`src/logic/cskip_io_pkg.sv`:
```
package cskip_io_pkg;

  // ==========================================================================
  // word and instruction layout
  localparam int unsigned WORD_W = 24;
  localparam int unsigned ADDR_W = 15;
  localparam int unsigned OPC_W = 6;
  localparam int unsigned OPC_LSB = 18;
  localparam int unsigned SEL_W = 3;
  localparam int unsigned SEL_LSB = 15;
  localparam int unsigned CHAR_W = 7;
  localparam int unsigned SIX_W = 6;
  localparam int unsigned THIRD_W = 8;
  localparam int unsigned LOW_FIELD_W = 15;
  localparam logic [2:0] CHARS_PER_WORD = 3'h4;

  // ==========================================================================
  // operation codes (octal 64..67, 70..72)
  localparam logic [OPC_W-1:0] OP_EQUAL_SKIP = 6'h34;
  localparam logic [OPC_W-1:0] OP_UNEQUAL_SKIP = 6'h35;
  localparam logic [OPC_W-1:0] OP_GREATER_SKIP = 6'h36;
  localparam logic [OPC_W-1:0] OP_LESS_SKIP = 6'h37;
  localparam logic [OPC_W-1:0] OP_EXTERNAL_FUNCTION = 6'h38;
  localparam logic [OPC_W-1:0] OP_READ_FROM_DEVICE = 6'h39;
  localparam logic [OPC_W-1:0] OP_WRITE_TO_DEVICE = 6'h3a;

  // portion selectors that assemble whole words through the shift register
  localparam logic [SEL_W-1:0] SEL_WORD = 3'h0;
  localparam logic [SEL_W-1:0] SEL_LOW15 = 3'h4;

  // ==========================================================================
  // timing, in microseconds, and the clock rate
  localparam int unsigned CLK_MHZ = 250;
  localparam int unsigned T_EQ_US = 64;
  localparam int unsigned T_EQ_RPT_US = 44;
  localparam int unsigned T_GT_US = 60;
  localparam int unsigned T_GT_RPT_US = 40;
  localparam int unsigned T_EXF_US = 36;
  localparam int unsigned T_EXF_RPT_US = 16;
  localparam int unsigned T_RD_US = 52;
  localparam int unsigned T_RD_RPT_US = 32;
  localparam int unsigned T_RDA_US = 120;
  localparam int unsigned T_RDA_RPT_US = 100;
  localparam int unsigned T_WR_US = 40;
  localparam int unsigned T_WR_RPT_US = 20;
  localparam int unsigned T_WRA_US = 116;
  localparam int unsigned T_WRA_RPT_US = 96;
  localparam int unsigned CYC_EXF_RPT = T_EXF_RPT_US * CLK_MHZ;

  localparam int unsigned TMR_W = 16;
  typedef logic [TMR_W-1:0] cyc_t;

  // ==========================================================================
  // sequencer states
  typedef enum logic [3:0] {
    ST_IDLE = 4'b0000,
    ST_FETCH = 4'b0001,
    ST_EVAL = 4'b0010,
    ST_RX_WAIT = 4'b0011,
    ST_RX_DROP = 4'b0100,
    ST_TX_WAIT = 4'b0101,
    ST_TX_DROP = 4'b0110,
    ST_EXF_WAIT = 4'b0111,
    ST_STORE = 4'b1000,
    ST_HOLD = 4'b1001,
    ST_FAULT = 4'b1010
  } seq_state_e;

endpackage : cskip_io_pkg

```
`src/logic/min_timer_if.sv`:
```
`timescale 1ns/1ps
interface min_timer_if;
  logic load;
  cskip_io_pkg::cyc_t cycles;
  logic expired;
  modport ctl (output load, output cycles, input expired);
  modport tmr (input load, input cycles, output expired);
endinterface : min_timer_if

```
`src/logic/min_timer.sv`:
```
`timescale 1ns/1ps
module min_timer import cskip_io_pkg::*; (
  input wire logic i_ref_clk,
  input wire logic i_rst_b,
  min_timer_if.tmr tif
);

  // ==========================================================================
  // least operation time counter
  cyc_t cnt_q;

  always_ff @(posedge i_ref_clk) begin
    if (!i_rst_b) begin
      cnt_q <= '0;
    end else if (tif.load) begin
      cnt_q <= cyc_t'(tif.cycles - cyc_t'(1));
    end else if (cnt_q != '0) begin
      cnt_q <= cyc_t'(cnt_q - cyc_t'(1));
    end
  end

  // not expired in the load cycle itself, so a fresh start never slips through
  assign tif.expired = (cnt_q == '0) && !tif.load;

endmodule : min_timer

```
`src/logic/cskip_io_exec.sv`:
```
// Operation
// (RL1) equal_skip: skip next instruction when accumulator equals operand
// (RL2) unequal_skip: skip next instruction when accumulator differs from operand
// (RL3) greater_skip: skip when accumulator is greater than or equal to operand
// (RL4) less_skip: skip when accumulator is strictly below operand
// (RL5) compare operations never change the accumulator
// (RL6) operand address is low fifteen instruction bits plus index
// (RL7) repeated compare stops repeating once the skip condition holds
// (RL8) portion selector picks the compared part of the word
// (RL9) equal/unequal 64 us, repeat 44; greater/less 60 us, repeat 40
// (RL10) external_function loads command register with address and starts function
// (RL11) peripherals decode the fifteen-bit command; selector is meaningless
// (RL12) after an illegal command the next external_function waits forever
// (RL13) external_function takes 36 us, repeat 16
// (RL14) read selector 0 assembles four six-bit characters then stores word
// (RL15) read single selectors put seven-bit character into selected third
// (RL16) read selector 4 assembles like 0 but stores only low fifteen bits
// (RL17) disconnect during assembly leaves the storage word unchanged
// (RL18) read least 52 us, repeat 32; assembling 120, repeat 100
// (RL19) read or write under single stepping raises an io fault
// (RL20) write selector 0 rotates six, emits low six bits, four times
// (RL21) write single selectors emit low seven bits of selected section
// (RL22) write selector 4 loads only low fifteen bits, then emits as 0
// (RL23) taken skip advances program counter by two, else by one
//
// The implementer's own choice: the plain strobed port.
`timescale 1ns/1ps
module cskip_io_exec import cskip_io_pkg::*; #(
  parameter int unsigned EQ_CYC = T_EQ_US * CLK_MHZ,
  parameter int unsigned EQ_RPT_CYC = T_EQ_RPT_US * CLK_MHZ,
  parameter int unsigned GT_CYC = T_GT_US * CLK_MHZ,
  parameter int unsigned GT_RPT_CYC = T_GT_RPT_US * CLK_MHZ,
  parameter int unsigned EXF_CYC = T_EXF_US * CLK_MHZ,
  parameter int unsigned RD_CYC = T_RD_US * CLK_MHZ,
  parameter int unsigned RD_RPT_CYC = T_RD_RPT_US * CLK_MHZ,
  parameter int unsigned RDA_CYC = T_RDA_US * CLK_MHZ,
  parameter int unsigned RDA_RPT_CYC = T_RDA_RPT_US * CLK_MHZ,
  parameter int unsigned WR_CYC = T_WR_US * CLK_MHZ,
  parameter int unsigned WR_RPT_CYC = T_WR_RPT_US * CLK_MHZ,
  parameter int unsigned WRA_CYC = T_WRA_US * CLK_MHZ,
  parameter int unsigned WRA_RPT_CYC = T_WRA_RPT_US * CLK_MHZ
) (
  input wire logic i_ref_clk,
  input wire logic i_rst_b,
  input wire logic i_start,
  input wire logic [WORD_W-1:0] i_instr,
  input wire logic [ADDR_W-1:0] i_index_val,
  input wire logic [WORD_W-1:0] i_acc,
  input wire logic i_repeat,
  input wire logic i_step_mode,
  output logic [ADDR_W-1:0] o_mem_addr,
  output logic o_mem_rd,
  output logic o_mem_wr,
  output logic [WORD_W-1:0] o_mem_wdata,
  input wire logic [WORD_W-1:0] i_mem_rdata,
  output logic [ADDR_W-1:0] o_ext_cmd,
  output logic o_ext_start,
  input wire logic i_ext_free,
  input wire logic [CHAR_W-1:0] i_rx_char,
  input wire logic i_rx_full,
  output logic o_rx_take,
  input wire logic i_disconnect,
  output logic [CHAR_W-1:0] o_tx_char,
  output logic o_tx_start,
  input wire logic i_tx_free,
  output logic o_busy,
  output logic o_done,
  output logic o_skip,
  output logic [1:0] o_pc_step,
  output logic o_repeat_stop,
  output logic o_io_fault
);

  // ==========================================================================
  // helpers
  function automatic logic [4:0] third_lsb(input logic [SEL_W-1:0] sel);
    logic [1:0] t;
    t = sel[1:0] - 2'h1;
    return {t, 3'h0};
  endfunction : third_lsb

  function automatic logic [WORD_W-1:0] portion_mask(input logic [SEL_W-1:0] sel);
    logic [WORD_W-1:0] m;
    m = {{(WORD_W-THIRD_W){1'b0}}, {THIRD_W{1'b1}}} << third_lsb(sel);
    if (sel == SEL_WORD) m = '1;
    if (sel == SEL_LOW15) m = {{(WORD_W-LOW_FIELD_W){1'b0}}, {LOW_FIELD_W{1'b1}}};
    return m;
  endfunction : portion_mask

  function automatic logic [CHAR_W-1:0] get7(input logic [WORD_W-1:0] w, input logic [SEL_W-1:0] sel);
    return w[third_lsb(sel) +: CHAR_W];
  endfunction : get7

  function automatic logic [WORD_W-1:0] rotl6(input logic [WORD_W-1:0] w);
    return {w[WORD_W-SIX_W-1:0], w[WORD_W-1 -: SIX_W]};
  endfunction : rotl6

  // ==========================================================================
  // pin synchronisers
  localparam int unsigned SYNC_W = CHAR_W + 4;
  logic [SYNC_W-1:0] sync1_q;
  logic [SYNC_W-1:0] sync2_q;
  logic [CHAR_W-1:0] rx_char_s;
  logic rx_full_s;
  logic tx_free_s;
  logic ext_free_s;
  logic disc_s;

  always_ff @(posedge i_ref_clk) begin
    if (!i_rst_b) begin
      sync1_q <= '0;
      sync2_q <= '0;
    end else begin
      sync1_q <= {i_rx_char, i_rx_full, i_tx_free, i_ext_free, i_disconnect};
      sync2_q <= sync1_q;
    end
  end
  assign {rx_char_s, rx_full_s, tx_free_s, ext_free_s, disc_s} = sync2_q;

  // ==========================================================================
  // decode of the current instruction
  seq_state_e state_q;
  seq_state_e state_d;
  logic [OPC_W-1:0] op_q;
  logic [SEL_W-1:0] sel_q;
  logic [ADDR_W-1:0] addr_q;
  logic rpt_q;
  logic [WORD_W-1:0] word_q;
  logic [WORD_W-1:0] aux_q;
  logic [2:0] nchar_q;
  logic [CHAR_W-1:0] rxc_q;
  logic aborted_q;
  logic skip_q;
  logic fault_q;

  logic [OPC_W-1:0] opc_in;
  logic [SEL_W-1:0] sel_in;
  logic is_cmp_in;
  logic is_io_in;
  logic known_in;
  logic asm_q;
  logic is_rd_q;
  logic [WORD_W-1:0] acc_m;
  logic [WORD_W-1:0] opd_m;
  logic cmp_hit;

  assign opc_in = i_instr[OPC_LSB +: OPC_W];
  assign sel_in = i_instr[SEL_LSB +: SEL_W];
  assign is_cmp_in = (opc_in[OPC_W-1:2] == OP_EQUAL_SKIP[OPC_W-1:2]);
  assign is_io_in = (opc_in == OP_READ_FROM_DEVICE) || (opc_in == OP_WRITE_TO_DEVICE);
  assign known_in = is_cmp_in || is_io_in || (opc_in == OP_EXTERNAL_FUNCTION);
  assign asm_q = (sel_q[1:0] == 2'h0);
  assign is_rd_q = (op_q == OP_READ_FROM_DEVICE);

  // accumulator is only sampled, never written back (see RL5)
  assign acc_m = i_acc & portion_mask(sel_q); // see RL8
  assign opd_m = i_mem_rdata & portion_mask(sel_q);

  always_comb begin
    case (op_q)
      OP_EQUAL_SKIP: cmp_hit = (acc_m == opd_m); // see RL1
      OP_UNEQUAL_SKIP: cmp_hit = (acc_m != opd_m); // see RL2
      OP_GREATER_SKIP: cmp_hit = (acc_m >= opd_m); // see RL3
      OP_LESS_SKIP: cmp_hit = (acc_m < opd_m); // see RL4
      default: cmp_hit = 1'b0;
    endcase
  end

  // ==========================================================================
  // least operation time
  min_timer_if tif();
  min_timer u_tmr (
    .i_ref_clk(i_ref_clk),
    .i_rst_b(i_rst_b),
    .tif(tif)
  );

  assign tif.load = (state_q == ST_IDLE) && i_start && known_in;

  always_comb begin
    case (opc_in)
      OP_EQUAL_SKIP, OP_UNEQUAL_SKIP: tif.cycles = cyc_t'(i_repeat ? EQ_RPT_CYC : EQ_CYC); // see RL9
      OP_GREATER_SKIP, OP_LESS_SKIP: tif.cycles = cyc_t'(i_repeat ? GT_RPT_CYC : GT_CYC); // see RL9
      OP_EXTERNAL_FUNCTION: tif.cycles = cyc_t'(i_repeat ? CYC_EXF_RPT : EXF_CYC); // see RL13
      OP_READ_FROM_DEVICE: begin
        if (sel_in[1:0] == 2'h0) begin
          tif.cycles = cyc_t'(i_repeat ? RDA_RPT_CYC : RDA_CYC); // see RL18
        end else begin
          tif.cycles = cyc_t'(i_repeat ? RD_RPT_CYC : RD_CYC); // see RL18
        end
      end
      OP_WRITE_TO_DEVICE: begin
        if (sel_in[1:0] == 2'h0) begin
          tif.cycles = cyc_t'(i_repeat ? WRA_RPT_CYC : WRA_CYC);
        end else begin
          tif.cycles = cyc_t'(i_repeat ? WR_RPT_CYC : WR_CYC);
        end
      end
      default: tif.cycles = cyc_t'(1);
    endcase
  end

  // ==========================================================================
  // sequencer
  always_comb begin
    state_d = state_q;
    case (state_q)
      ST_IDLE: begin
        if (i_start && known_in) begin
          if (opc_in == OP_EXTERNAL_FUNCTION) begin
            state_d = ST_EXF_WAIT;
          end else if (is_io_in && i_step_mode) begin
            state_d = ST_FAULT; // see RL19
          end else begin
            state_d = ST_FETCH;
          end
        end
      end
      ST_FETCH: state_d = ST_EVAL;
      ST_EVAL: begin
        if (!is_rd_q && op_q != OP_WRITE_TO_DEVICE) begin
          state_d = ST_HOLD;
        end else begin
          state_d = is_rd_q ? ST_RX_WAIT : ST_TX_WAIT;
        end
      end
      ST_RX_WAIT: begin
        if (disc_s) begin
          state_d = ST_HOLD; // see RL17
        end else if (rx_full_s) begin
          state_d = ST_RX_DROP;
        end
      end
      ST_RX_DROP: begin
        if (disc_s && nchar_q != 3'h0) begin
          state_d = ST_HOLD; // see RL17
        end else if (!rx_full_s) begin
          state_d = (nchar_q == 3'h0) ? ST_STORE : ST_RX_WAIT;
        end
      end
      ST_TX_WAIT: if (tx_free_s) state_d = ST_TX_DROP;
      ST_TX_DROP: begin
        if (!tx_free_s) begin
          state_d = (nchar_q == 3'h0) ? ST_HOLD : ST_TX_WAIT;
        end
      end
      // an illegal earlier command keeps the peripheral busy: stall here
      ST_EXF_WAIT: if (ext_free_s) state_d = ST_HOLD; // see RL12
      ST_STORE: state_d = ST_HOLD;
      ST_HOLD: if (tif.expired) state_d = ST_IDLE;
      ST_FAULT: state_d = ST_IDLE;
      default: state_d = ST_IDLE;
    endcase
  end

  always_ff @(posedge i_ref_clk) begin
    if (!i_rst_b) begin
      state_q <= ST_IDLE;
    end else begin
      state_q <= state_d;
    end
  end

  // ==========================================================================
  // operand, shift register and character data
  always_ff @(posedge i_ref_clk) begin
    if (!i_rst_b) begin
      op_q <= '0;
      sel_q <= '0;
      addr_q <= '0;
      rpt_q <= 1'b0;
      word_q <= '0;
      aux_q <= '0;
      nchar_q <= '0;
      rxc_q <= '0;
      aborted_q <= 1'b0;
      skip_q <= 1'b0;
    end else begin
      case (state_q)
        ST_IDLE: begin
          if (i_start) begin
            op_q <= opc_in;
            sel_q <= sel_in;
            addr_q <= ADDR_W'(i_instr[ADDR_W-1:0] + i_index_val); // see RL6
            rpt_q <= i_repeat;
            aborted_q <= 1'b0;
            skip_q <= 1'b0;
          end
        end
        ST_EVAL: begin
          word_q <= i_mem_rdata;
          skip_q <= cmp_hit;
          nchar_q <= asm_q ? CHARS_PER_WORD : 3'h1;
          if (is_rd_q) begin
            aux_q <= '0; // see RL14
          end else if (sel_q == SEL_LOW15) begin
            aux_q <= {{(WORD_W-LOW_FIELD_W){1'b0}}, i_mem_rdata[LOW_FIELD_W-1:0]}; // see RL22
          end else begin
            aux_q <= i_mem_rdata; // see RL20
          end
        end
        ST_RX_WAIT: begin
          if (disc_s) begin
            aborted_q <= 1'b1;
          end else if (rx_full_s) begin
            rxc_q <= rx_char_s;
            nchar_q <= nchar_q - 3'h1;
            aux_q <= {aux_q[WORD_W-SIX_W-1:0], rx_char_s[SIX_W-1:0]}; // see RL14
          end
        end
        ST_RX_DROP: if (disc_s && nchar_q != 3'h0) aborted_q <= 1'b1;
        ST_TX_WAIT: begin
          if (tx_free_s) begin
            nchar_q <= nchar_q - 3'h1;
            if (asm_q) aux_q <= rotl6(aux_q); // see RL20
          end
        end
        default: begin
        end
      endcase
    end
  end

  // ==========================================================================
  // storage and peripheral strobes
  always_ff @(posedge i_ref_clk) begin
    if (!i_rst_b) begin
      o_mem_addr <= '0;
      o_mem_rd <= 1'b0;
      o_mem_wr <= 1'b0;
      o_mem_wdata <= '0;
      o_ext_cmd <= '0;
      o_ext_start <= 1'b0;
      o_rx_take <= 1'b0;
      o_tx_char <= '0;
      o_tx_start <= 1'b0;
    end else begin
      o_mem_rd <= (state_d == ST_FETCH);
      o_mem_wr <= (state_q == ST_STORE);
      o_ext_start <= 1'b0;
      o_rx_take <= (state_q == ST_RX_WAIT) && rx_full_s && !disc_s;
      o_tx_start <= 1'b0;
      if (state_q == ST_IDLE && i_start) begin
        o_mem_addr <= ADDR_W'(i_instr[ADDR_W-1:0] + i_index_val); // see RL6
      end
      if (state_q == ST_EXF_WAIT && ext_free_s) begin
        o_ext_cmd <= addr_q; // see RL10
        o_ext_start <= 1'b1; // see RL10
      end
      if (state_q == ST_STORE) begin
        if (!asm_q) begin
          o_mem_wdata <= word_q;
          o_mem_wdata[third_lsb(sel_q) +: CHAR_W] <= rxc_q; // see RL15
        end else if (sel_q == SEL_LOW15) begin
          o_mem_wdata <= {word_q[WORD_W-1:LOW_FIELD_W], aux_q[LOW_FIELD_W-1:0]}; // see RL16
        end else begin
          o_mem_wdata <= aux_q; // see RL14
        end
      end
      if (state_q == ST_TX_WAIT && tx_free_s) begin
        o_tx_start <= 1'b1;
        if (asm_q) begin
          o_tx_char <= {1'b0, aux_q[WORD_W-1 -: SIX_W]}; // see RL20
        end else begin
          o_tx_char <= get7(word_q, sel_q); // see RL21
        end
      end
    end
  end

  // ==========================================================================
  // completion report
  always_ff @(posedge i_ref_clk) begin
    if (!i_rst_b) begin
      o_done <= 1'b0;
      o_skip <= 1'b0;
      o_pc_step <= 2'h1;
      o_repeat_stop <= 1'b0;
      o_io_fault <= 1'b0;
      fault_q <= 1'b0;
    end else begin
      o_done <= (state_q == ST_HOLD && tif.expired) || (state_q == ST_FAULT);
      o_io_fault <= (state_q == ST_FAULT); // see RL19
      fault_q <= (state_q == ST_FAULT);
      if (state_q == ST_HOLD && tif.expired) begin
        o_skip <= skip_q;
        o_pc_step <= skip_q ? 2'h2 : 2'h1; // see RL23
        o_repeat_stop <= rpt_q && skip_q; // see RL7
      end else if (state_q == ST_FAULT) begin
        o_skip <= 1'b0;
        o_pc_step <= 2'h1;
        o_repeat_stop <= 1'b0;
      end
    end
  end

  assign o_busy = (state_q != ST_IDLE);

  // ==========================================================================
  // checks
  chk_skip_pc: assert property (@(posedge i_ref_clk) disable iff (!i_rst_b) // see RL23
    o_done |-> (o_pc_step == (o_skip ? 2'h2 : 2'h1))) else $error("pc step does not match skip");
  chk_repeat_stop: assert property (@(posedge i_ref_clk) disable iff (!i_rst_b) // see RL7
    o_done && o_repeat_stop |-> o_skip) else $error("repeat stopped without skip");
  chk_ext_cmd: assert property (@(posedge i_ref_clk) disable iff (!i_rst_b) // see RL10
    o_ext_start |-> (o_ext_cmd == addr_q) && $past(ext_free_s)) else $error("bad external command");
  chk_ext_stall: assert property (@(posedge i_ref_clk) disable iff (!i_rst_b) // see RL12
    state_q == ST_EXF_WAIT && !ext_free_s |=> state_q == ST_EXF_WAIT) else $error("left stall early");
  chk_addr_index: assert property (@(posedge i_ref_clk) disable iff (!i_rst_b) // see RL6
    state_q == ST_IDLE && i_start && known_in |=> o_mem_addr == $past(i_instr[ADDR_W-1:0] + i_index_val))
    else $error("operand address not indexed");
  chk_least_time: assert property (@(posedge i_ref_clk) disable iff (!i_rst_b) // see RL9
    o_done && !fault_q |-> $past(tif.expired)) else $error("done before least time");
  chk_asm_count: assert property (@(posedge i_ref_clk) disable iff (!i_rst_b) // see RL14
    o_mem_wr && is_rd_q && asm_q |-> nchar_q == 3'h0) else $error("store before four characters");
  chk_disc_nostore: assert property (@(posedge i_ref_clk) disable iff (!i_rst_b) // see RL17
    state_q == ST_RX_WAIT && disc_s |=> !o_mem_wr [*2]) else $error("store after disconnect");
  chk_low15_keep: assert property (@(posedge i_ref_clk) disable iff (!i_rst_b) // see RL16
    o_mem_wr && is_rd_q && sel_q == SEL_LOW15 |-> o_mem_wdata[WORD_W-1:LOW_FIELD_W] == word_q[WORD_W-1:LOW_FIELD_W])
    else $error("upper bits overwritten");
  chk_tx_single: assert property (@(posedge i_ref_clk) disable iff (!i_rst_b) // see RL21
    o_tx_start && !asm_q |-> o_tx_char == get7(word_q, sel_q)) else $error("wrong single character");
  chk_step_fault: assert property (@(posedge i_ref_clk) disable iff (!i_rst_b) // see RL19
    state_q == ST_IDLE && i_start && is_io_in && i_step_mode |=> ##1 o_io_fault && o_done)
    else $error("no io fault under stepping");

  cov_skip_taken: cover property (@(posedge i_ref_clk) disable iff (!i_rst_b) o_done && o_skip);
  cov_ext_start: cover property (@(posedge i_ref_clk) disable iff (!i_rst_b) o_ext_start);
  cov_asm_store: cover property (@(posedge i_ref_clk) disable iff (!i_rst_b) o_mem_wr && is_rd_q && asm_q);
  cov_disconnect: cover property (@(posedge i_ref_clk) disable iff (!i_rst_b) o_done && aborted_q);

endmodule : cskip_io_exec

```
`config.mk`:
```
export PLATFORM = sky130hd
export DESIGN_NAME = cskip_io_exec
export DESIGN_NICKNAME = d
export VERILOG_FILES = /design/src/logic/cskip_io_pkg.sv /design/src/logic/min_timer_if.sv /design/src/logic/min_timer.sv /design/src/logic/cskip_io_exec.sv
export SDC_FILE = /design/constraint.sdc
export NUM_CORES = 1
export LEC_CHECK = 0
export BUFFER_PORTS_ARGS = -buffer_cell sky130_fd_sc_hd__buf_2
export CAP_MARGIN = 10
export CORE_ASPECT_RATIO = 0.8
export CORE_MARGIN = 10
export CORE_UTILIZATION = 40
export DETAILED_ROUTE_END_ITERATION = 12
export PLACE_DENSITY = 0.59
export SLEW_MARGIN = 20
export SYNTH_ARGS = -nofsm -noshare
export SYNTH_HDL_FRONTEND = slang
export SYNTH_SLANG_ARGS = --single-unit
```
`constraint.sdc`:
```
create_clock -name i_ref_clk -period 4.4 [get_ports i_ref_clk]
set_clock_uncertainty 0.15 [all_clocks]
set_input_delay 0 -clock i_ref_clk [delete_from_list [all_inputs] [get_ports i_ref_clk]]
set_output_delay 0 -clock i_ref_clk [all_outputs]
set_load 0.01 [all_outputs]
```
==> out/qor.txt, run 1 <==
=========================================================================================
Run status                                                                   finished clean
Grt ovf                                                                                 0
Proportion of synthesized chip area in sequential cells                             0.370
Worst setup startpoint                                                           sel_q[0]
Row Count                                                                              51
Filler cell count in the final layout                                                2400
Clock tree buffer depth                                                                 2
Minimum period implied by the final worst setup slack                             3970 ps
Full die area                                                                  0.0313 mm2
Summed area of non-filler cells in the final layout                            0.0123 mm2
DRC marker count from the first detailed-route iteration                             1166
Count of maximum capacitance violations                                                 0
Peak clock frequency supported by timing                                        0.252 GHz
Later-pin clock latency in the skew report                                         430 ps
Pin count of the biggest net entering global routing                                   82
Simple-gate share of the synthesized area                                           0.256
Count of final max-slew check failures                                                  0
Width of the die                                                                   195 um
Critical Path, Cell by Cell                                                  clkinv_1, ha_1, buf_4, nand2b_1, nand3_2, and2_1, ha_1, or3_1, o211ai_1, a21oi_1, o31a_1, o21a_1, o41ai_1
Seq pwr share                                                                       0.393
Hold Vio Cnt, Final                                                                     0
Period utilization                                                                  0.902
Core area                                                                      0.0242 mm2
Worst-path clk slew                                                                 70 ps
Clock power frac                                                                    0.326
Placed inst area                                                               0.0109 mm2
Internal power summed over all cells                                              3.23 mW
Leak pwr                                                                          5.08 nW
Mapped Area                                                                   0.00984 mm2
Worst-path maximum fanout                                                              26
Path type of the worst setup path                                            register to register
CP Capture Type                                                                  register
Number of levels in the clock H-tree                                                    4
RD Place Congestion                                                                 0.933
Gate power share                                                                    0.280
Detailed-router iteration count before antenna repair                                   9
Kind of start point of the critical path                                         register
Average wire length per cell after detail routing                                 18.7 um
Starting density of the core                                                        0.406
Register bit total from synthesis                                                     182
Num CTS Buffers                                                                        17
Layout net count                                                                     1592
Ratio of cells with drive above 1 in the final layout                               0.176
Xor/xnor cell area share of the yosys netlist                                      0.0160
Synth Area in Adders                                                               0.0720
Biggest area consumer among synthesized cells                                     dfxtp_1
Maximum single-stage delay on the critical path                                    360 ps
Max stage delay cell, worst path                                                     ha_1
Fraction of power spent switching nets                                              0.334
Via density                                                                          5.52
Total of endpoints with negative setup slack in the final report                        0
Quantity of I/O buffers inserted on ports                                             175
Primary flip-flop cell chosen by synthesis mapping                                dfxtp_1
Synth Area in Compound Gates                                                        0.224
Count of distinct cell types in the synthesized netlist                                85
Synth Area per Inst                                                              8.00 um2
Start of the worst register-to-register path                                     sel_q[0]
Wire length of the first global-routing pass                                     52200 um
Area fraction of the dominant cell type after synthesis                             0.370
Vert. Die Dim                                                                      160 um
Final HPWL DP                                                                    24300 um
Boundary pin count                                                                    176
Setup fix buffers added after clock tree synthesis                                      0
Layout overhead on the synthesized area                                             24.7%
Data required, critical path                                                      4580 ps
Number of antenna cells inserted                                                        0
Antenna violation net count after detailed routing                                      0
Maximum vdd drop                                                                   265 uV
CP arrival                                                                        4150 ps
GRT Overall Usage                                                                   0.205
Largest family of logic cells by synthesized area                            simple AND/OR/NAND/NOR gates
Clock tree from TritonCTS                                                             yes
Proportion of register bits with asynchronous set or reset after synthesis              0
Pin slew with the least headroom to its limit                                      868 ps
Clk Tree Root Cell                                                              clkbuf_16
Drt total wl                                                                     33000 um
DRC Markers                                                                             0
Vias in the first global route                                                       9262
Clock net sink count                                                                  182
Path category of the worst min-delay check                                   primary input to register
Dominant cells by area after synthesis                                       dfxtp_1 (37%), nand2_1 (8.0%), a21oi_1 (7.3%)
Synthesis warning total                                                                 0
Number of enable flip-flop cells after synthesis                                        0
RSZ-0062 raised after global routing                                                false
Post-Syn Instances                                                                   1229
Worst relative slew slack                                                           0.419
Worst Min Path Start                                                              i_rst_b
Vias after detailed routing                                                          9728
Number of antenna violations at the first check in global routing                       0
Power density relative to cell area                                            396 mW/mm2
Mux share of post-synthesis cell area                                              0.0190
Total Neg Setup Slack                                                                0 ps
Cell occurring most often along the worst timing path                                ha_1
Net switching power                                                               1.62 mW
Net Count, Synth                                                                     1388
=========================================================================================
[kinds of logic (layout without fill, tap and decap cells)]
group           Yosys count  count (layout)
xor+xnor                 18              18
fa+ha+maj                56              56
simple gates            521             521
mux                      17              17
buf+inv                 101             317
compound gates          334             334
flops                   182             182
[sequential cells by signal, summed over array words and instances (netlist names), 3 cells and up]
signal	count
rxc_q	7
aux_q	24
addr_q	15
op_q	6
state_q	4
o_tx_char	7
word_q	24
o_mem_wdata	24
o_ext_cmd	15
sync2_q	11
nchar_q	3
sync1_q	11
u_tmr.cnt_q	16
sel_q	3
[critical path, delay by kind of cell, from the launching register on]
kind / cells / cell delay [ps]
AO/OA/AOI/OAI: 5 / 1140
adder cells (fa/ha/maj): 2 / 580
flip-flops: 1 / 330
AND/OR/NAND/NOR: 4 / 1100
buffers and inverters: 2 / 560
[path summary, 6_finish.rpt]
check                                  endpoint  slack (ps)  depth (start not counted)
worst min-delay path            u_tmr.cnt_q[15]          20                          3
worst max-delay path                     skip_q         430                         13
worst max register to register           skip_q         430                         13
worst min register to register       sync2_q[1]         290                          1
[area by class of cell]
| class | instances | area, um2 | area share |
|---|---|---|---|
| inverter | 24 | 92.6 | 0.00755 |
| tap | 318 | 398 | 0.0324 |
| multi-input combinational | 946 | 5800 | 0.473 |
| clock buffer | 19 | 443 | 0.0361 |
| clock inverter | 12 | 159 | 0.0130 |
| timing repair buffer | 262 | 1720 | 0.140 |
| sequential | 182 | 3640 | 0.297 |
[cells in the final DEF, fill, tap and decap left out, types with 6 or more instances in the layout]
cell type        n
a211oi_1        32
a21o_1          10
a21oi_1        143
a221o_1         20
a222oi_1         6
a22oi_1         19
and2_1          50
buf_2          175
buf_4           14
clkbuf_16       17
dfxtp_1        182
dlygate4sd3_1   72
ha_1            55
inv_1           22
mux2_2           6
mux2i_1          9
nand2_1        207
nand2b_1        12
nand3_1         26
nand3b_1         6
nand4_1         14
nor2_1         112
nor2b_1          9
nor3_1          20
nor4_1          15
o211ai_1        17
o21ai_0         31
or3_1            7
xnor2_1         12
xor2_1           6
[metal layers]
metal	track usage	vias up	share of wire
met4	0.0378	0	0.0094
met2	0.283	374	0.41
met1	0.303	4535	0.49
met5	0	-	0
met3	0.0615	23	0.097
li1	-	4796	-
[through the flow]
stage	instances	hold slack, ps	setup slack, ps	util	power (mW)
finish	1763	19.8	433	0.506	4.86
global route	1763	53.6	106	0.506	5.15
CTS	1763	3.71	324	0.505	4.87
detailed placement	1660	58.4	356	0.450	3.22
global placement	1660	56.7	483	0.450	3.20
floorplan	1229	-22.7	512	-	2.85
[synth_stat cells, drive strengths merged (12+ instances only)]
master	count
inv	23
nand3	29
o211ai	17
clkbuf	55
xnor2	12
a21oi	145
a221o	20
o21ai	36
a211oi	32
nor3	23
nor4	16
buf	22
a22oi	20
ha	55
dfxtp	182
nor2	116
nand2	209
nand2b	12
and2	51
nand4	14
[power by group through the flow]
| stage | registers [mW] | clock network (mW) | logic, mW |
|---|---|---|---|
| 4_1_cts | 1.91 | 1.61 | 1.35 |
| 5_1_grt | 1.93 | 1.69 | 1.53 |
| 3_3_place_gp | 1.95 | 0 | 1.26 |
| 3_5_place_dp | 1.94 | 0 | 1.28 |
| 2_1_floorplan | 1.91 | 0 | 0.937 |
| 6_report | 1.91 | 1.59 | 1.36 |
[what timing repair did]
item | CTS | global route
endpoints found under the hold margin | 79 | 0
resized for setup | 0 | 2
setup endpoints to repair | 0 | 1
hold buffers | 72 | 0
(Power assumes the default switching activity.)
==> inputs of run 2 (changes only) <==
--- a/config.mk
+++ b/config.mk
@@ -8,10 +8,10 @@
 export BUFFER_PORTS_ARGS = -buffer_cell sky130_fd_sc_hd__buf_2
 export CAP_MARGIN = 10
 export CORE_ASPECT_RATIO = 0.8
-export CORE_MARGIN = 10
+export CORE_MARGIN = 2
 export CORE_UTILIZATION = 40
 export DETAILED_ROUTE_END_ITERATION = 12
-export PLACE_DENSITY = 0.59
+export PLACE_DENSITY_LB_ADDON = 0.2
 export SLEW_MARGIN = 20
 export SYNTH_ARGS = -nofsm -noshare
 export SYNTH_HDL_FRONTEND = slang
==> run 2 against run 1 <==
Combinational power barely moved. Non-clock buffer count rose by 3. Worst hold slack got worse by 11 ps. Sequential power barely moved. Via count rose by 0.95%. Clock power barely moved. Worst setup slack got worse by 98 ps. Total power fell by 0.33%. Largest cell class unchanged. Largest power group unchanged.
==> out/qor.txt, run 2 (synthesis gave the netlist of run 1 again) <==
====================================================================================
Run status                                                              finished clean
Kind of start point of the critical path                                    register
DRC Markers                                                                        0   unchanged
Pin slew with the least headroom to its limit                                 821 ps   -47.3 ps
Commonest cells after routing, fill and taps aside                      nand2_1 (208), dfxtp_1 (182), buf_2 (175)
Power density relative to cell area                                       395 mW/mm2   -0.37%
Path type of the worst setup path                                       register to register
Vert. Die Dim                                                                 144 um   -10%
Full die area                                                             0.0259 mm2   -17%
Placed inst area                                                          0.0109 mm2   +0.11%
Worst setup startpoint                                                      sel_q[0]
Ratio of cells with drive above 1 in the final layout                          0.175   -0.00106
Maximum single-stage delay on the critical path                               460 ps   +100 ps
Core area                                                                 0.0242 mm2   unchanged
Setup slack after placement                                                   453 ps   +97.3 ps
Worst hold path endpoint                                                   addr_q[4]
Vias in the first global route                                                  8744   -5.6%
Later-pin clock latency in the skew report                                    440 ps   about the same
Count of maximum capacitance violations                                            0   unchanged
Clock tree from TritonCTS                                                        yes
CP arrival                                                                   4250 ps   +100 ps
Start of the worst register-to-register path                                sel_q[0]
Number of antenna violations at the first check in global routing                  0   unchanged
CP Capture Type                                                             register
Count of buffering cells on the critical path with inverters included              3   +1
Peak clock frequency supported by timing                                   0.246 GHz   -2.4%
Detailed-router iteration count before antenna repair                              8   -1
Vias after detailed routing                                                     9820   +0.95%
Grt ovf                                                                            0   unchanged
Clock net sink count                                                             182   unchanged
Final HPWL DP                                                               22900 um   -5.9%
Via density                                                                     5.56   +0.77%
Starting density of the core                                                   0.406   unchanged
Wire length of the first global-routing pass                                48400 um   -7.4%
Final standard cell utilization of the core                                    0.506   about the same
GRT Overall Usage                                                              0.242   +0.0374
Number of levels in the clock H-tree                                               4   unchanged
Worst Min Path Start                                                    i_index_val[3]
Drt total wl                                                                31700 um   -3.9%
Maximum vdd drop                                                              267 uV   +0.93%
Max stage delay cell, worst path                                              nor4_1
RD Place Congestion                                                            0.918   -1.7%
Quantity of I/O buffers inserted on ports                                        175   unchanged
Filler cell count in the final layout                                           2444   +1.8%
Capture point of the worst reg-to-reg path                                    skip_q
Period utilization                                                             0.924   +0.0223
Placed insts                                                                    1662   +0.12%
Data required, critical path                                                 4590 ps   about the same
Clk Tree Root Cell                                                         clkbuf_16
Total of endpoints with negative setup slack in the final report                   0   unchanged
Most common cell after layout, fill and taps aside                           nand2_1
Hold WS                                                                      8.67 ps   -11.1 ps
Total Neg Setup Slack                                                           0 ps   unchanged
Layout net count                                                                1595   +0.19%
Register Area                                                            0.00364 mm2   unchanged
Hold Vio Cnt, Final                                                                0   unchanged
Setup slack on the worst flop-to-flop path                                    330 ps   -100 ps
DRC marker count from the first detailed-route iteration                        1085   -6.9%
Pin count of the biggest net entering global routing                              79   -3.7%
Met3 GRT Util                                                                 0.0676   +0.00604
Leak pwr                                                                     5.09 nW   +0.17%
Clock tree buffer depth                                                            2   unchanged
Critical Path, Cell by Cell                                             clkinv_1, buf_4, ha_1, inv_1, nand2_1, nand2_1, nand2_1, ha_1, nand4_1, nor4_1, nand2_1, a21oi_1, o31a_1, nor3b_1, o41ai_1
Hold depth                                                                         6   +3
Count of final max-slew check failures                                             0   unchanged
Path category of the worst min-delay check                              primary input to register
Final non-filler cell total                                                     1766   +0.17%
Routing layer with the top usage in global route                                met1
Cell occurring most often along the worst timing path                        nand2_1
Worst relative slew slack                                                      0.451   +0.0316
Boundary pin count                                                               176   unchanged
GR Layer Usage met2                                                            0.331   +0.0481
Average wire length per cell after detail routing                            17.9 um   -4.1%
Post-route setup slack                                                        334 ps   -98.2 ps
Area of combinational cells with multiple inputs                         0.00579 mm2   -0.17%
Worst-path maximum fanout                                                         16   -38%
Setup fix buffers added after clock tree synthesis                                 0   unchanged
Summed area of non-filler cells in the final layout                       0.0123 mm2   about the same
Number of antenna cells inserted                                                   0   unchanged
RSZ-0062 raised after global routing                                           false
Design Power                                                                 4.84 mW   -0.33%
Kind of cell adding the most delay to the critical path                 simple AND/OR/NAND/NOR gates
Layout overhead on the synthesized area                                        24.7%   about the same
Minimum period implied by the final worst setup slack                        4070 ps   +98.2 ps
Met1 routing resource usage after global routing                               0.369   +0.0660
Width of the die                                                              179 um   -8.2%
Path depth of the worst reg2reg path                                              15   +2
Num CTS Buffers                                                                   17   unchanged
Row Count                                                                         51   unchanged
Antenna violation net count after detailed routing                                 0   unchanged
Worst-path clk slew                                                            70 ps   about the same
Regs by FF count                                                        aux_q: 24 flops, o_mem_wdata: 24 flops, word_q: 24 flops
====================================================================================
run 2: cell type report:
class	count	area share
timing repair buffer	265	0.142
inverter	24	0.00755
clock inverter	11	0.0109
multi-input combinational	946	0.472
sequential	182	0.297
clock buffer	20	0.0372
tap	318	0.0324
run 2: worst min-delay path, stage by stage:
cell     delay, ps
buf_2           80
ha_1           170
nor2_1          70
xnor2_1        110
nand2_1         60
a21oi_1         60
run 2: worst max path at each step:
stage	to	slack, ps	cells after the start
floorplan	skip_q	510	17
global placement	skip_q	660	14
detailed placement	skip_q	450	15
CTS	skip_q	420	15
global route	skip_q	40	15
finish	skip_q	330	15
run 2: routing by layer:
layer,vias up,share of wire,routed length (um)
li1,4798,-,-
met1,4581,0.49,15700
met2,415,0.40,12600
met3,26,0.097,3070
met4,0,0.011,363
met5,-,0,0
run 2: power breakdown:
group | leakage (nW) | switching [mW] | internal, mW
sequential | 1.48 | 0.125 | 1.79
clock | 0.294 | 0.694 | 0.877
combinational | 3.31 | 0.786 | 0.572
run 2: what timing repair did:
item,CTS,global route
endpoints found under the setup margin,0,0
resized for setup,0,0
endpoints found under the hold margin,81,0
hold buffers,73,0
==> inputs of run 3 (changes only) <==
--- a/config.mk
+++ b/config.mk
@@ -5,6 +5,7 @@
 export SDC_FILE = /design/constraint.sdc
 export NUM_CORES = 1
 export LEC_CHECK = 0
+export ABC_AREA = 1
 export BUFFER_PORTS_ARGS = -buffer_cell sky130_fd_sc_hd__buf_2
 export CAP_MARGIN = 10
 export CORE_ASPECT_RATIO = 0.8
==> run 3 against run 2 <==
Final area grew 4.7%. Maximum frequency grew 11%. Worst setup slack gained 400 ps. Combinational power grew 16%. Utilization grew 0.56 points. Worst hold slack gained 22 ps. Largest power group unchanged.
==> out/qor.txt, run 3 <==
=========================================================================================
Number of antenna violations at the first check in global routing                       0   unchanged
Detailed-router iteration count before antenna repair                                   7   -1
Wire length the detailed router placed on met1                                   16900 um   +7.9%
Data required, critical path                                                      4620 ps   +30 ps
Total Neg Setup Slack                                                                0 ps   unchanged
Register Area                                                                 0.00364 mm2   unchanged
Leak pwr                                                                          6.13 nW   +21%
Minimum period implied by the final worst setup slack                             3660 ps   -405 ps
Net switching power                                                               1.82 mW   +14%
Summed area of non-filler cells in the final layout                            0.0128 mm2   +4.7%
Final non-filler cell total                                                          2056   +16%
Number of levels in the clock H-tree                                                    4   unchanged
Proportion of synthesized chip area in sequential cells                             0.359   -0.0110
Post-Syn Instances                                                                   1483   +21%
Grt ovf                                                                                 0   unchanged
Ratio of cells with drive above 1 in the final layout                               0.161   -0.0149
Placed insts                                                                         1929   +16%
Via density                                                                          5.24   -5.7%
DRC Markers                                                                             0   unchanged
Primary flip-flop cell chosen by synthesis mapping                                dfxtp_1
Wire length on met2                                                              13300 um   +5.7%
Number of antenna cells inserted                                                        0   unchanged
Period utilization                                                                  0.832   -0.0920
Simple-gate share of the synthesized area                                           0.243   -0.0126
Average wire length per cell after detail routing                                 16.3 um   -9.4%
Setup slack after placement                                                        793 ps   +340 ps
Wire length of the first global-routing pass                                     53400 um   +10%
Number of enable flip-flop cells after synthesis                                        0   unchanged
Later-pin clock latency in the skew report                                         440 ps   about the same
Vias after detailed routing                                                         10800   +9.8%
Kind of start point of the critical path                                         register
CP Capture Type                                                                  register
Xor/xnor cell area share of the yosys netlist                                     0.00778   -0.00825
Regs by FF count                                                             aux_q: 24 flops, o_mem_wdata: 24 flops, word_q: 24 flops
Net Count, Synth                                                                     1642   +18%
Largest family of logic cells by synthesized area                            simple AND/OR/NAND/NOR gates
Setup fix buffers added after clock tree synthesis                                      0   unchanged
Final standard cell utilization of the core                                         0.511   +0.00558
Top post-synthesis cells by count                                            nand2_1 (307), a21oi_1 (182), dfxtp_1 (182)
Placed inst area                                                               0.0112 mm2   +2.8%
Count of final max-slew check failures                                                  0   unchanged
RD Place Congestion                                                                 0.906   -1.3%
Met3 WL                                                                           2530 um   -18%
Core area                                                                      0.0251 mm2   +3.6%
Internal power summed over all cells                                              3.37 mW   +4.1%
Path category of the worst min-delay check                                   primary input to register
Pin count of the biggest net entering global routing                                   87   +10%
Area of combinational cells with multiple inputs                              0.00552 mm2   -4.8%
Hold Vio Cnt, Final                                                                     0   unchanged
Hold-fix buffers, CTS                                                                  94   +29%
Maximum vdd drop                                                                   262 uV   -1.9%
Synthesis warning total                                                                 0   unchanged
Drt total wl                                                                     33400 um   +5.5%
Clock tree from TritonCTS                                                             yes
Path type of the worst setup path                                            register to register
Clk Tree Root Cell                                                              clkbuf_16
Peak clock frequency supported by timing                                        0.273 GHz   +11%
Mapped Area                                                                    0.0101 mm2   +3.1%
Synth Area in Adders                                                               0.0699   -0.00213
Num CTS Buffers                                                                        17   unchanged
Most common cell after layout, fill and taps aside                                nand2_1
Gate power share                                                                    0.303   +0.023
Filler cell count in the final layout                                                2563   +4.9%
Clock net sink count                                                                  182   unchanged
Register bit total from synthesis                                                     182   unchanged
Final HPWL DP                                                                    24200 um   +5.6%
Total of endpoints with negative setup slack in the final report                        0   unchanged
Pin slew with the least headroom to its limit                                     1040 ps   +215 ps
Mux share of post-synthesis cell area                                                   0   -0.0190
Fraction of power spent switching nets                                              0.351   +0.0195
Synth Area in Compound Gates                                                        0.223   -0.000580
Layout overhead on the synthesized area                                             26.7%
Row Count                                                                              52   +2.0%
Clock tree buffer depth                                                                 2   unchanged
Antenna violation net count after detailed routing                                      0   unchanged
Highest routed layer                                                                 met4
Biggest area consumer among synthesized cells                                     dfxtp_1
Worst relative slew slack                                                           0.308   -0.143
Width of the die                                                                   182 um   +1.5%
Design Power                                                                      5.19 mW   +7.3%
DRC marker count from the first detailed-route iteration                              947   -13%
RSZ-0062 raised after global routing                                                false
Proportion of register bits with asynchronous set or reset after synthesis              0   unchanged
Layout net count                                                                     1878   +18%
Seq pwr share                                                                       0.366   -0.029
Count of distinct cell types in the synthesized netlist                                47   -45%
CTS-repair resized insts                                                                0   unchanged
Count of maximum capacitance violations                                                 0   unchanged
Worst-path clk slew                                                                 80 ps   about the same
Post-route setup slack                                                             739 ps   +405 ps
Quantity of I/O buffers inserted on ports                                             175   unchanged
Full die area                                                                  0.0266 mm2   +3.0%
Synth Area per Inst                                                              6.84 um2   -15%
Worst-path maximum fanout                                                              22   +6
Most common cell in the netlist                                                   nand2_1
Commonest cells after routing, fill and taps aside                           nand2_1 (307), dfxtp_1 (182), a21oi_1 (181)
Starting density of the core                                                        0.404   -0.00203
Vert. Die Dim                                                                      146 um   +1.5%
Clock power frac                                                                    0.331   +0.006
Run status                                                                   finished clean
Boundary pin count                                                                    176   unchanged
Hold WS                                                                           30.9 ps   +22.2 ps
Power density relative to cell area                                            404 mW/mm2   +2.4%
Vias in the first global route                                                       9919   +13%
CP arrival                                                                        3880 ps   -370 ps
Area fraction of the dominant cell type after synthesis                             0.359   -0.0110
GRT Overall Usage                                                                   0.251   +0.00918
Dominant cells by area after synthesis                                       dfxtp_1 (36%), nand2_1 (11%), a21oi_1 (9.0%)
=========================================================================================
-- run 3: critical path, stage by stage (launching register included) --
cell and delay (ps):
dfxtp_1 340, buf_4 250, ha_1 200, clkinv_1 250, o21ai_1 680, inv_1 300
nor2_1 190, ha_1 170, nand2_1 60, nor2_1 160, nand2_1 90, inv_1 70
nand2_1 80, or2_2 270, nand3_1 80, inv_1 40, nand2_1 40, nand2_1 40
a21oi_1 120
-- run 3: cell type report --
class                      count  share of cell area
multi-input combinational   1049               0.430
sequential                   182               0.284
timing repair buffer         285               0.151
inverter                     184              0.0538
clock buffer                  18              0.0342
tap                          324              0.0316
clock inverter                14              0.0163
-- run 3: power groups by stage --
| stage | Sequential (mW) | Combinational, mW | Clock [mW] |
|---|---|---|---|
| finish | 1.90 | 1.58 | 1.72 |
| floorplan | 1.93 | 1.04 | 0 |
| CTS | 1.90 | 1.56 | 1.75 |
| detailed placement | 1.93 | 1.47 | 0 |
| global route | 1.92 | 1.79 | 1.81 |
| global placement | 1.93 | 1.44 | 0 |
-- run 3: final timing paths --
path	slack (ps)	cells after the start	endpoint	start
hold / removal	30	5	addr_q[7]	i_instr[7]
hold reg to reg	270	2	sync2_q[0]	sync1_q[0]
setup / recovery	740	18	skip_q	sel_q[0]
setup reg to reg	740	18	skip_q	sel_q[0]
-- run 3: cell families (layout without fill, tap and decap cells) --
family,Yosys count,count (layout)
fa+ha+maj,56,56
simple gates,568,568
flops,182,182
xor+xnor,9,9
buf+inv,252,501
compound gates,416,416
-- run 3: per-layer routing --
| layer | track usage | up-vias |
|---|---|---|
| met5 | 0 | - |
| met4 | 0.0669 | 0 |
| met3 | 0.0529 | 60 |
| met2 | 0.355 | 418 |
| met1 | 0.383 | 4916 |
| li1 | - | 5386 |
